File: src/rtl/asm_pkg.sv
// Package for the alarm and status monitor: offsets, fields, resets and carriers
package asm_pkg;

    // ****************************************************************
    // Register byte addresses (low and high byte of each 16-bit register; command low byte only)
    // ****************************************************************
    localparam logic [6:0] ADDR_THRESH_ONE_LO = 7'h20;
    localparam logic [6:0] ADDR_THRESH_ONE_HI = 7'h21;
    localparam logic [6:0] ADDR_THRESH_TWO_LO = 7'h22;
    localparam logic [6:0] ADDR_THRESH_TWO_HI = 7'h23;
    localparam logic [6:0] ADDR_ALARM_CTRL_LO = 7'h28;
    localparam logic [6:0] ADDR_ALARM_CTRL_HI = 7'h29;
    localparam logic [6:0] ADDR_ERROR_FLAGS_LO = 7'h3c;
    localparam logic [6:0] ADDR_ERROR_FLAGS_HI = 7'h3d;
    localparam logic [6:0] ADDR_COMMAND_LO = 7'h3e;

    // ****************************************************************
    // Reset values
    // ****************************************************************
    localparam logic [15:0] RST_THRESH = 16'h0000;
    localparam logic [15:0] RST_ALARM_CTRL = 16'h0000;
    localparam logic [15:0] RST_ERROR_FLAGS = 16'h0000;

    // ****************************************************************
    // Field positions
    // ****************************************************************
    localparam int CMD_CLEAR_FLAGS_BIT = 4;
    localparam int CTRL_SRC_TWO_LSB = 12;
    localparam int CTRL_SRC_ONE_LSB = 8;
    localparam int CTRL_CAPT_TWO_BIT = 6;
    localparam int CTRL_CAPT_ONE_BIT = 4;
    localparam int CTRL_IND_EN_BIT = 2;
    localparam int CTRL_IND_POL_BIT = 1;
    localparam int CTRL_IND_LINE_BIT = 0;
    localparam int THR_POLARITY_BIT = 15;
    localparam int THR_LEVEL_MSB = 13;
    localparam int ST_SUPPLY_LOW_BIT = 0;
    localparam int ST_SUPPLY_HIGH_BIT = 1;
    localparam int ST_FLASH_FAIL_BIT = 2;
    localparam int ST_SERIAL_FAIL_BIT = 3;
    localparam int ST_SELF_TEST_BIT = 5;
    localparam int ST_ALARM_ONE_BIT = 8;
    localparam int ST_ALARM_TWO_BIT = 9;
    localparam int ST_BUF_FULL_BIT = 12;

    // ****************************************************************
    // Alarm source codes
    // ****************************************************************
    typedef enum logic [3:0] {
        SRC_OFF = 4'h0,
        SRC_SUPPLY = 4'h1,
        SRC_X = 4'h2,
        SRC_Y = 4'h3,
        SRC_AUX = 4'h4,
        SRC_TEMP = 4'h5,
        SRC_RSS = 4'h8
    } asm_source_t;

    // Measurement channels, one sample each
    typedef struct packed {
        logic [13:0] supply;
        logic [13:0] accelX;
        logic [13:0] accelY;
        logic [13:0] aux;
        logic [13:0] temp;
        logic [13:0] rss;
    } asm_samples_t;

    // Error conditions from neighbouring logic, same clock, levels
    typedef struct packed {
        logic bufferFull;
        logic selfTestFail;
        logic serialFail;
        logic flashFail;
    } asm_errors_t;

endpackage

File: src/rtl/asm_alarm_status.sv
// Alarm comparators, status flags, alarm indicator and capture triggers
`timescale 1ns/1ns
`default_nettype none

// Overview of operation
// - Status word holds alarm and error flags
// - Bit1 supply above 3.625V, bit0 below 2.975V
// - Supply flags clear themselves when condition ends
// - Command bit 4 write clears other flags
// - Persisting condition re-sets flag next sample
// - Status read-only, volatile, resets to zero
// - Status bit positions 12,9,8,5,3,2,1,0; rest zero
// - Control nibbles select each alarm's source
// - Threshold bit15 polarity, bits 13:0 level
// - Control bits 6,4 enable capture triggers
// - Control bits 2,1,0: indicator enable, polarity, line
// - Trigger source independent of captured channels
// - Line priority: gpio, data-ready, then alarm
module asm_alarm_status (
    input wire logic clk_sys,
    input wire logic sys_rst,
    input wire logic regWrite,
    input wire logic [6:0] regAddr,
    input wire logic [7:0] regWrData,
    output logic [15:0] regRdData,
    input wire logic sampleStrobe,
    input wire asm_pkg::asm_samples_t samples,
    input wire asm_pkg::asm_errors_t errors,
    input wire logic supplyHighPin,
    input wire logic supplyLowPin,
    input wire logic [1:0] gpioOwnsLine,
    input wire logic [1:0] readyOwnsLine,
    output logic [1:0] alarmLineOut,
    output logic [1:0] alarmLineOe,
    output logic captureTrigOne,
    output logic captureTrigTwo
);

    // ****************************************************************
    // Register file
    // ****************************************************************
    logic [15:0] threshOne_q, threshOne_d;
    logic [15:0] threshTwo_q, threshTwo_d;
    logic [15:0] alarmCtrl_q, alarmCtrl_d;
    logic clearFlags;

    // Byte writes land in one half at a time; a word takes two writes
    always_comb begin
        threshOne_d = threshOne_q;
        threshTwo_d = threshTwo_q;
        alarmCtrl_d = alarmCtrl_q;
        clearFlags = 1'b0;
        if (regWrite) begin
            case (regAddr)
                asm_pkg::ADDR_THRESH_ONE_LO: threshOne_d[7:0] = regWrData;
                asm_pkg::ADDR_THRESH_ONE_HI: threshOne_d[15:8] = regWrData;
                asm_pkg::ADDR_THRESH_TWO_LO: threshTwo_d[7:0] = regWrData;
                asm_pkg::ADDR_THRESH_TWO_HI: threshTwo_d[15:8] = regWrData;
                asm_pkg::ADDR_ALARM_CTRL_LO: alarmCtrl_d[7:0] = regWrData;
                asm_pkg::ADDR_ALARM_CTRL_HI: alarmCtrl_d[15:8] = regWrData;
                asm_pkg::ADDR_COMMAND_LO: clearFlags = regWrData[asm_pkg::CMD_CLEAR_FLAGS_BIT];
                default: clearFlags = 1'b0; // Status and unknown addresses ignore writes
            endcase
        end
    end

    // Configuration storage
    always_ff @(posedge clk_sys or posedge sys_rst) begin
        if (sys_rst) begin
            threshOne_q <= asm_pkg::RST_THRESH;
            threshTwo_q <= asm_pkg::RST_THRESH;
            alarmCtrl_q <= asm_pkg::RST_ALARM_CTRL;
        end else begin
            threshOne_q <= threshOne_d;
            threshTwo_q <= threshTwo_d;
            alarmCtrl_q <= alarmCtrl_d;
        end
    end

    // ****************************************************************
    // Supply comparator synchronisers
    // ****************************************************************
    logic [1:0] supplyMeta_q, supplySync_q;

    // Comparators are analog and asynchronous to clk_sys
    always_ff @(posedge clk_sys or posedge sys_rst) begin
        if (sys_rst) begin
            supplyMeta_q <= 2'h0;
            supplySync_q <= 2'h0;
        end else begin
            supplyMeta_q <= {supplyHighPin, supplyLowPin};
            supplySync_q <= supplyMeta_q;
        end
    end

    // ****************************************************************
    // Alarm comparators, one per alarm
    // ****************************************************************
    logic [1:0] alarmHit;

    for (genvar i = 0; i < 2; i++) begin : gAlarm
        logic [3:0] srcSel;
        logic [15:0] thr;
        logic [13:0] value;
        logic enabled;
        assign srcSel = (i == 0) ? alarmCtrl_q[asm_pkg::CTRL_SRC_ONE_LSB +: 4]
                                 : alarmCtrl_q[asm_pkg::CTRL_SRC_TWO_LSB +: 4];
        assign thr = (i == 0) ? threshOne_q : threshTwo_q;

        // Source mux; unlisted codes behave as disabled
        always_comb begin
            value = 14'h0000;
            enabled = 1'b1;
            case (srcSel)
                asm_pkg::SRC_SUPPLY: value = samples.supply;
                asm_pkg::SRC_X: value = samples.accelX;
                asm_pkg::SRC_Y: value = samples.accelY;
                asm_pkg::SRC_AUX: value = samples.aux;
                asm_pkg::SRC_TEMP: value = samples.temp;
                asm_pkg::SRC_RSS: value = samples.rss;
                default: enabled = 1'b0;
            endcase
        end

        // Bit 14 ignored; unsigned compare of the 14-bit level
        assign alarmHit[i] = enabled && (thr[asm_pkg::THR_POLARITY_BIT]
            ? (value > thr[asm_pkg::THR_LEVEL_MSB:0])
            : (value < thr[asm_pkg::THR_LEVEL_MSB:0]));
    end

    // ****************************************************************
    // Status flags
    // ****************************************************************
    logic [15:0] status_q, status_d;
    logic [1:0] alarmLive_q, alarmLive_d;

    // Sticky flags: set on a sample beats a clear in the same cycle
    always_comb begin
        status_d = status_q;
        alarmLive_d = alarmLive_q;
        if (clearFlags) begin
            status_d = 16'h0000;
        end
        if (sampleStrobe) begin
            alarmLive_d = alarmHit;
            if (alarmHit[0]) status_d[asm_pkg::ST_ALARM_ONE_BIT] = 1'b1;
            if (alarmHit[1]) status_d[asm_pkg::ST_ALARM_TWO_BIT] = 1'b1;
            if (errors.bufferFull) status_d[asm_pkg::ST_BUF_FULL_BIT] = 1'b1;
            if (errors.selfTestFail) status_d[asm_pkg::ST_SELF_TEST_BIT] = 1'b1;
            if (errors.serialFail) status_d[asm_pkg::ST_SERIAL_FAIL_BIT] = 1'b1;
            if (errors.flashFail) status_d[asm_pkg::ST_FLASH_FAIL_BIT] = 1'b1;
        end
        // Supply bits follow the comparators directly, never sticky
        status_d[asm_pkg::ST_SUPPLY_HIGH_BIT] = supplySync_q[1];
        status_d[asm_pkg::ST_SUPPLY_LOW_BIT] = supplySync_q[0];
    end

    // Status storage, volatile
    always_ff @(posedge clk_sys or posedge sys_rst) begin
        if (sys_rst) begin
            status_q <= asm_pkg::RST_ERROR_FLAGS;
            alarmLive_q <= 2'h0;
        end else begin
            status_q <= status_d;
            alarmLive_q <= alarmLive_d;
        end
    end

    // ****************************************************************
    // Indicator line, capture triggers, read port
    // ****************************************************************
    logic [1:0] lineOut_q, lineOut_d, lineOe_q, lineOe_d;
    logic trigOne_q, trigOne_d, trigTwo_q, trigTwo_d;
    logic [15:0] rdData_q, rdData_d;
    logic anyAlarm, activeLevel;
    logic [1:0] lineFree;

    assign anyAlarm = |alarmLive_q;
    assign activeLevel = alarmCtrl_q[asm_pkg::CTRL_IND_POL_BIT];
    assign lineFree = ~(gpioOwnsLine | readyOwnsLine);

    // Indicator drives only a free line; the owners drive it otherwise
    always_comb begin
        lineOut_d = 2'h0;
        lineOe_d = 2'h0;
        for (int k = 0; k < 2; k++) begin
            if (alarmCtrl_q[asm_pkg::CTRL_IND_EN_BIT]
                && (alarmCtrl_q[asm_pkg::CTRL_IND_LINE_BIT] == k[0]) && lineFree[k]) begin
                lineOe_d[k] = 1'b1;
                lineOut_d[k] = anyAlarm ? activeLevel : ~activeLevel;
            end
        end
        // Trigger does not depend on which channels are captured
        trigOne_d = alarmLive_q[0] & alarmCtrl_q[asm_pkg::CTRL_CAPT_ONE_BIT];
        trigTwo_d = alarmLive_q[1] & alarmCtrl_q[asm_pkg::CTRL_CAPT_TWO_BIT];
        case (regAddr)
            asm_pkg::ADDR_THRESH_ONE_LO, asm_pkg::ADDR_THRESH_ONE_HI: rdData_d = threshOne_q;
            asm_pkg::ADDR_THRESH_TWO_LO, asm_pkg::ADDR_THRESH_TWO_HI: rdData_d = threshTwo_q;
            asm_pkg::ADDR_ALARM_CTRL_LO, asm_pkg::ADDR_ALARM_CTRL_HI: rdData_d = alarmCtrl_q;
            asm_pkg::ADDR_ERROR_FLAGS_LO, asm_pkg::ADDR_ERROR_FLAGS_HI: rdData_d = status_q;
            default: rdData_d = 16'h0000;
        endcase
    end

    // Output registers
    always_ff @(posedge clk_sys or posedge sys_rst) begin
        if (sys_rst) begin
            lineOut_q <= 2'h0;
            lineOe_q <= 2'h0;
            trigOne_q <= 1'b0;
            trigTwo_q <= 1'b0;
            rdData_q <= 16'h0000;
        end else begin
            lineOut_q <= lineOut_d;
            lineOe_q <= lineOe_d;
            trigOne_q <= trigOne_d;
            trigTwo_q <= trigTwo_d;
            rdData_q <= rdData_d;
        end
    end

    assign alarmLineOut = lineOut_q;
    assign alarmLineOe = lineOe_q;
    assign captureTrigOne = trigOne_q;
    assign captureTrigTwo = trigTwo_q;
    assign regRdData = rdData_q;

endmodule

`default_nettype wire

File: config.mk
export PLATFORM = sky130hd
export DESIGN_NAME = asm_alarm_status
export DESIGN_NICKNAME = d
export VERILOG_FILES = /design/src/rtl/asm_pkg.sv /design/src/rtl/asm_alarm_status.sv
export SDC_FILE = /design/constraint.sdc
export NUM_CORES = 1
export LEC_CHECK = 0
export BUFFER_PORTS_ARGS = -buffer_cell sky130_fd_sc_hd__buf_2
export CAP_MARGIN = 20
export CORE_MARGIN = 1.5
export CORE_UTILIZATION = 35
export DETAILED_ROUTE_END_ITERATION = 8
export SETUP_SLACK_MARGIN = 0.3
export SLEW_MARGIN = 10
export SYNTH_ARGS = -nofsm -noshare
export SYNTH_HDL_FRONTEND = slang
export SYNTH_SLANG_ARGS = --single-unit
File: constraint.sdc
create_clock -name clk_sys -period 4.4 [get_ports clk_sys]
set_clock_uncertainty 0.1 [all_clocks]
set_input_delay 1.32 -clock clk_sys [delete_from_list [all_inputs] [get_ports clk_sys]]
set_output_delay 1.32 -clock clk_sys [all_outputs]
set_load 0.01 [all_outputs]
Word-level counts from Yosys, hierarchy flattened
Cells that the tools add are included.
{ "totals": {"regBits": 84, "latch_bits": 0, "ramBits": 0, "romBits": 0, "inputBits": 113, "output_inout_bits": 22, "elab_cells": 90, "memories": 0} }
{ "op_classes": {"n_addsub": 0, "mul": 0, "n_div": 0, "magnitude_cmp": 4, "n_eq_ne": 21, "n_shift": 0, "muxes": 25, "n_bitwise": 6, "reduce_logical": 19} }
{ "op_table": {"columns": ["op", "count"], "rows": [
  ["$pmux 14 s6", 2],
  ["$pmux 16 s4", 1],
  ["$eq 7x6->1 const B", 9],
  ["$gt 14x14->1", 2],
  ["$lt 14x14->1", 2],
  ["$mux 1", 19],
  ["$eq 4x2->1 const B", 4],
  ["$eq 4x3->1 const B", 4],
  ["$mux 13", 1],
  ["$reduce_and 2->1", 6],
  ["$reduce_or 6->1", 2],
  ["$reduce_or 2->1", 5],
  ["$eq 4x1->1 const B", 2],
  ["$eq 4x4->1 const B", 2],
  ["$logic_and 1x1->1", 6],
  ["$mux 2", 2],
  ["$and 1x1->1", 2],
  ["$not 1->1", 2],
  ["$not 2->2", 1],
  ["$or 2x2->2", 1]
]} }

Longest topological paths before layout
{ "logic_depth": {"word_depth": 7, "depth_mapped": 12, "depth_no_buf": 11} }

Least setup slack after synthesis
OpenSTA, ideal clock, no wires.
{ "synth_path": {"path_type": "input port to flip-flop", "start": "in samples[51] (netlist bit)", "end": "reg alarmLive_q[1]", "setup_time_ns": 0.070, "arrival_ns": 2.943, "t_required_ns": 4.230, "slack_ns": 1.287, "path_stages": 8, "n_path_buf": 0, "cell_sequence": "a22oi_1 nand3_1 ha_1 a211oi_1 o21ai_0 a221o_1 or3b_2 nand3_1"} }
{ "synth_between": {"elab_chain_cells": 4, "word_cells_on_any_way": 5, "cone_classes": "order compare: 2; mux: 2; reduce/logical: 1"} }
{ "synth_rtl": {"columns": ["item", "line_no", "source"], "rows": [
  ["start, declared", "asm_alarm_status.sv:27", "input wire asm_pkg::asm_samples_t samples,"],
  ["$pmux 14 s6 *", "asm_alarm_status.sv:114", "case (srcSel)"],
  ["$lt 14x14->1 / $gt 14x14->1 (equally long branches)", "asm_alarm_status.sv:128, asm_alarm_status.sv:127", null],
  ["$mux 1 *", "asm_alarm_status.sv:127", "? (value > thr[asm_pkg::THR_LEVEL_MSB:0])"],
  ["$logic_and 1x1->1 *", "asm_alarm_status.sv:126", "assign alarmHit[i] = enabled && (thr[asm_pkg::THR_POLARITY_BIT]"],
  ["end signal, assigned", "asm_alarm_status.sv:165", "alarmLive_q <= alarmLive_d;"],
  ["end, declared", "asm_alarm_status.sv:135", "logic [1:0] alarmLive_q, alarmLive_d;"]
]} }
Mark *: on every way between the ends. The rest lies on a longest branch, timed or not.
A chain may end at the register's enable or synchronous reset.

Worst setup path after layout
{ "layout_path": {"start": "reg alarmCtrl_q[14]", "end": "reg alarmLive_q[1]"} }
{ "layout_between": {"elab_chain_cells": 5, "word_cells_on_any_way": 13, "cone_classes": "order compare: 2; eq/ne: 6; mux: 3; reduce/logical: 2"} }
{ "layout_rtl": {"columns": ["item", "line_no", "source"], "rows": [
  ["start, declared", "asm_alarm_status.sv:44", "logic [15:0] alarmCtrl_q, alarmCtrl_d;"],
  ["start signal, assigned", "asm_alarm_status.sv:72", "alarmCtrl_q <= asm_pkg::RST_ALARM_CTRL;"],
  ["start signal, assigned", "asm_alarm_status.sv:76", "alarmCtrl_q <= alarmCtrl_d;"],
  ["$eq 4x4->1, or another cell as far along", "asm_alarm_status.sv:114", null],
  ["$pmux 14 s6", "asm_alarm_status.sv:114", null],
  ["$lt 14x14->1 / $gt 14x14->1 (equally long branches)", "asm_alarm_status.sv:128, asm_alarm_status.sv:127", null],
  ["$mux 1", "asm_alarm_status.sv:127", null],
  ["$logic_and 1x1->1 *", "asm_alarm_status.sv:126", null]
]} }
Marked as above.

==> results by group <==
Status
  • Outcome: finished clean

Route
  • Met2 wire length: 7916 µm
  • Detail Route Antenna Nets: 0
  • Via count: 4621
  • DR pass1 iterations: 6
  • Top routing layer in use: met4
  • Initial DRC count: 460
  • DRT met1 WL: 6588 µm
  • WL/cell: 19.56 µm
  • Vias per cell: 5.748
  • WL met3: 831 µm
  • DRC viols: 0
  • Final WL: 15730 µm

STA
  • RSZ-0062 raised after global routing: no
  • Setup violators final: 0
  • Final Slew Violations: 0
  • Final hold slack: 0.2499 ns
  • Fin Setup TNS: 0 ns
  • Final Cycle Share: 73.33%
  • Final Worst Setup Slack: 1.174 ns
  • Actual slew at the worst max-slew pin: 0.8264 ns
  • Tmin final: 3.226 ns
  • Rel. slew slack: 44.70%
  • Fin. Hold Viols: 0
  • Fmax: 0.3099 GHz

Synthesis
  • Mapped cell area: 4897 µm²
  • Post-Synth Simple-Gate Area: 14.00%
  • Synth Flop Type: dfrtp_1
  • Synth Area in XOR/XNOR: 0.1788%
  • Synth Area in Compound Gates: 21.90%
  • Syn avg cell area: 10.22 µm²
  • Netlist cell types: 44
  • Cells after Synth: 479
  • Synth Area in Adders: 7.154%
  • Largest family of logic cells by synthesized area: compound AO/OA/AOI/OAI gates
  • Async SR Flop Fraction: 100.0%
  • Post-synth EDFFs: 0
  • Mux cell area share after synthesis: 9.428%
  • Ys Warns: 0
  • Syn Nets: 620
  • Register area share after synthesis: 42.92%
  • Number of synthesized register bits: 84

CTS
  • Setup repair bufs after CTS: 0
  • Skew-Pair Late Insertion Delay: 0.33 ns
  • Num CTS Buffers: 9
  • CTS Root Cell: clkbuf_16
  • Hold buffers post-CTS: 0
  • Clock Sinks: 84
  • Clock Tree Buf Depth: 2
  • Worst-path clk slew: 0.06 ns
  • CTS tree: built
  • Post_cts resized: 0
  • H-tree depth: 3

Worst setup path
  • Worst EP arrival: 3.40 ns
  • CP peak stage delay: 0.61 ns
  • Critical Path RT: 4.57 ns
  • WS Path Type: reg2reg
  • CP Launch Type: flip-flop
  • Crit-path max FO: 14
  • Top delay family on crit path: simple AND/OR/NAND/NOR gates
  • CP most frequent cell: nand3_1
  • Crit path buffers/inverters: 0
  • Slowest cell on crit path: and3_1
  • Worst-path cell chain: nor2_1 > and3_1 > a22oi_1 > nand3_1 > ha_1 > a211oi_1 > o21ai_0 > a221o_1 > or3b_2 > nand3_1
  • Crit. End Element: flip-flop

Die
  • Die height: 121.3 µm
  • Initial Utilization: 35.56%
  • Row cnt: 43
  • Core area: 13770 µm²
  • Die Area: 14710 µm²
  • Num ports: 135
  • Die Span X: 121.3 µm

Cells and area
  • Layout Area Growth over Synthesis: 24.94%
  • Most common cell after layout, fill and taps aside: buf_2
  • Final Cell Area: 6118 µm²
  • Diode count: 0
  • Fillcell total: 1397
  • Fraction of layout cells with a size suffix above 1: 34.62%
  • Most frequent cells in the layout: buf_2, a22oi_1, dfrtp_1
  • Layout Nets: 761

Power and ir drop
  • P per Cell Area: 342.0 nW/µm²
  • Net Switching: 0.6029 mW
  • Tot Pwr: 2.093 mW
  • Combinational share of power: 23.1%
  • Internal: 1.490 mW
  • Leakage: 3.085 nW
  • Switching Share: 28.81%
  • Register share of total power: 42.2%
  • Peak supply drop: 0.3047 mV
  • Clk network pwr share: 34.7%

Hold path
  • Worst Hold Class: reg2reg

Place
  • HPWL after DPL: 11980 µm
  • Count of input and output buffers: 134
  • Setup Slack @ Placement: 0.9379 ns
  • Gpl congestion: 0.8641
  • Post-place instance area: 5833 µm²

GRT
  • Vias in the first global route: 4700
  • Gr ovfl total: 0
  • Initial antenna violation count: 0
  • GRT Total Usage: 21.35%
  • Largest net degree at the start of global routing: 42
  • First-pass GRT wire length: 24220 µm

Job
  • Max_cap viols: 0
power by group through the flow:
stage | sequential, mW | clock [mW] | combinational [mW]
global placement | 0.894 | 0 | 0.460
finish | 0.883 | 0.727 | 0.483
floorplan | 0.876 | 0 | 0.294
detailed placement | 0.895 | 0 | 0.477
CTS | 0.882 | 0.741 | 0.481
global route | 0.891 | 0.772 | 0.541
Yosys cell counts, types with 4 or more instances:
| cell | number | share of area (%) |
|---|---|---|
| a21oi_1 | 8 | 0.82 |
| a222oi_1 | 8 | 1.6 |
| a22o_1 | 4 | 0.72 |
| a22oi_1 | 98 | 15 |
| clkbuf_1 | 17 | 1.3 |
| dfrtp_1 | 84 | 43 |
| ha_1 | 28 | 7.2 |
| inv_1 | 38 | 2.9 |
| mux2_2 | 41 | 9.4 |
| nand2_1 | 32 | 2.5 |
| nand2b_1 | 5 | 0.64 |
| nand3_1 | 35 | 3.6 |
| nand4_1 | 4 | 0.51 |
| nor2_1 | 15 | 1.1 |
| nor2b_1 | 4 | 0.51 |
| nor3_1 | 7 | 0.72 |
| o21ai_0 | 10 | 1.0 |
sequential cells by signal, indices dropped and copies added, names as in the netlist:
name,count
gAlarm.thr,32
alarmLineOut,2
status_q,8
alarmCtrl_q,16
alarmLineOe,2
supplyMeta_q,2
regRdData,16
captureTrigTwo,1
captureTrigOne,1
alarmLive_q,2
supplySync_q,2
logic make-up (layout without fill, tap and decap cells):
kind of cell / count (synthesis) / count (layout)
AOI/OAI and AO/OA: 144 / 144
and+or+nand+nor: 124 / 124
adders and majority gates: 28 / 28
muxes: 41 / 41
buffers and inverters: 57 / 202
xor gates and xnor gates: 1 / 1
DFF: 84 / 84
metal layers:
layer	global-route usage [%]	up-vias
li1	-	2109
met1	26.83	2266
met2	36.19	210
met3	4.464	36
met4	7.647	0
met5	0	-
final timing paths:
check | startpoint | to | slack (ns) | depth (start not counted)
setup / recovery | alarmCtrl_q[14] | alarmLive_q[1] | 1.17 | 10
hold / removal | supplyMeta_q[1] | supplySync_q[1] | 0.25 | 0
setup reg to reg | alarmCtrl_q[14] | alarmLive_q[1] | 1.17 | 10
hold reg to reg | supplyMeta_q[1] | supplySync_q[1] | 0.25 | 0
max in group asynchronous | sys_rst | status_q[1] | 2.62 | 3
min in group asynchronous | sys_rst | gAlarm[0].thr[7] | 0.80 | 2
metrics by stage:
| stage | cells | util, % |
|---|---|---|
| finish | 804 | 44.42 |
| global route | 804 | 44.42 |
| CTS | 804 | 44.42 |
| detailed placement | 789 | 42.35 |
| global placement | 789 | 42.35 |
| floorplan | 479 | - |
area by class of cell:
type	count	area (µm²)	area share, %
Clock buffer	13	250.2	4.090
Clock inverter	2	35.03	0.5726
Inverter	38	143.9	2.352
Multi-Input combinational cell	338	2579	42.15
Sequential cell	84	2102	34.36
Tap cell	180	225.2	3.681
Timing Repair Buffer	149	783.3	12.80
Power figures use the tool's default switching activity.
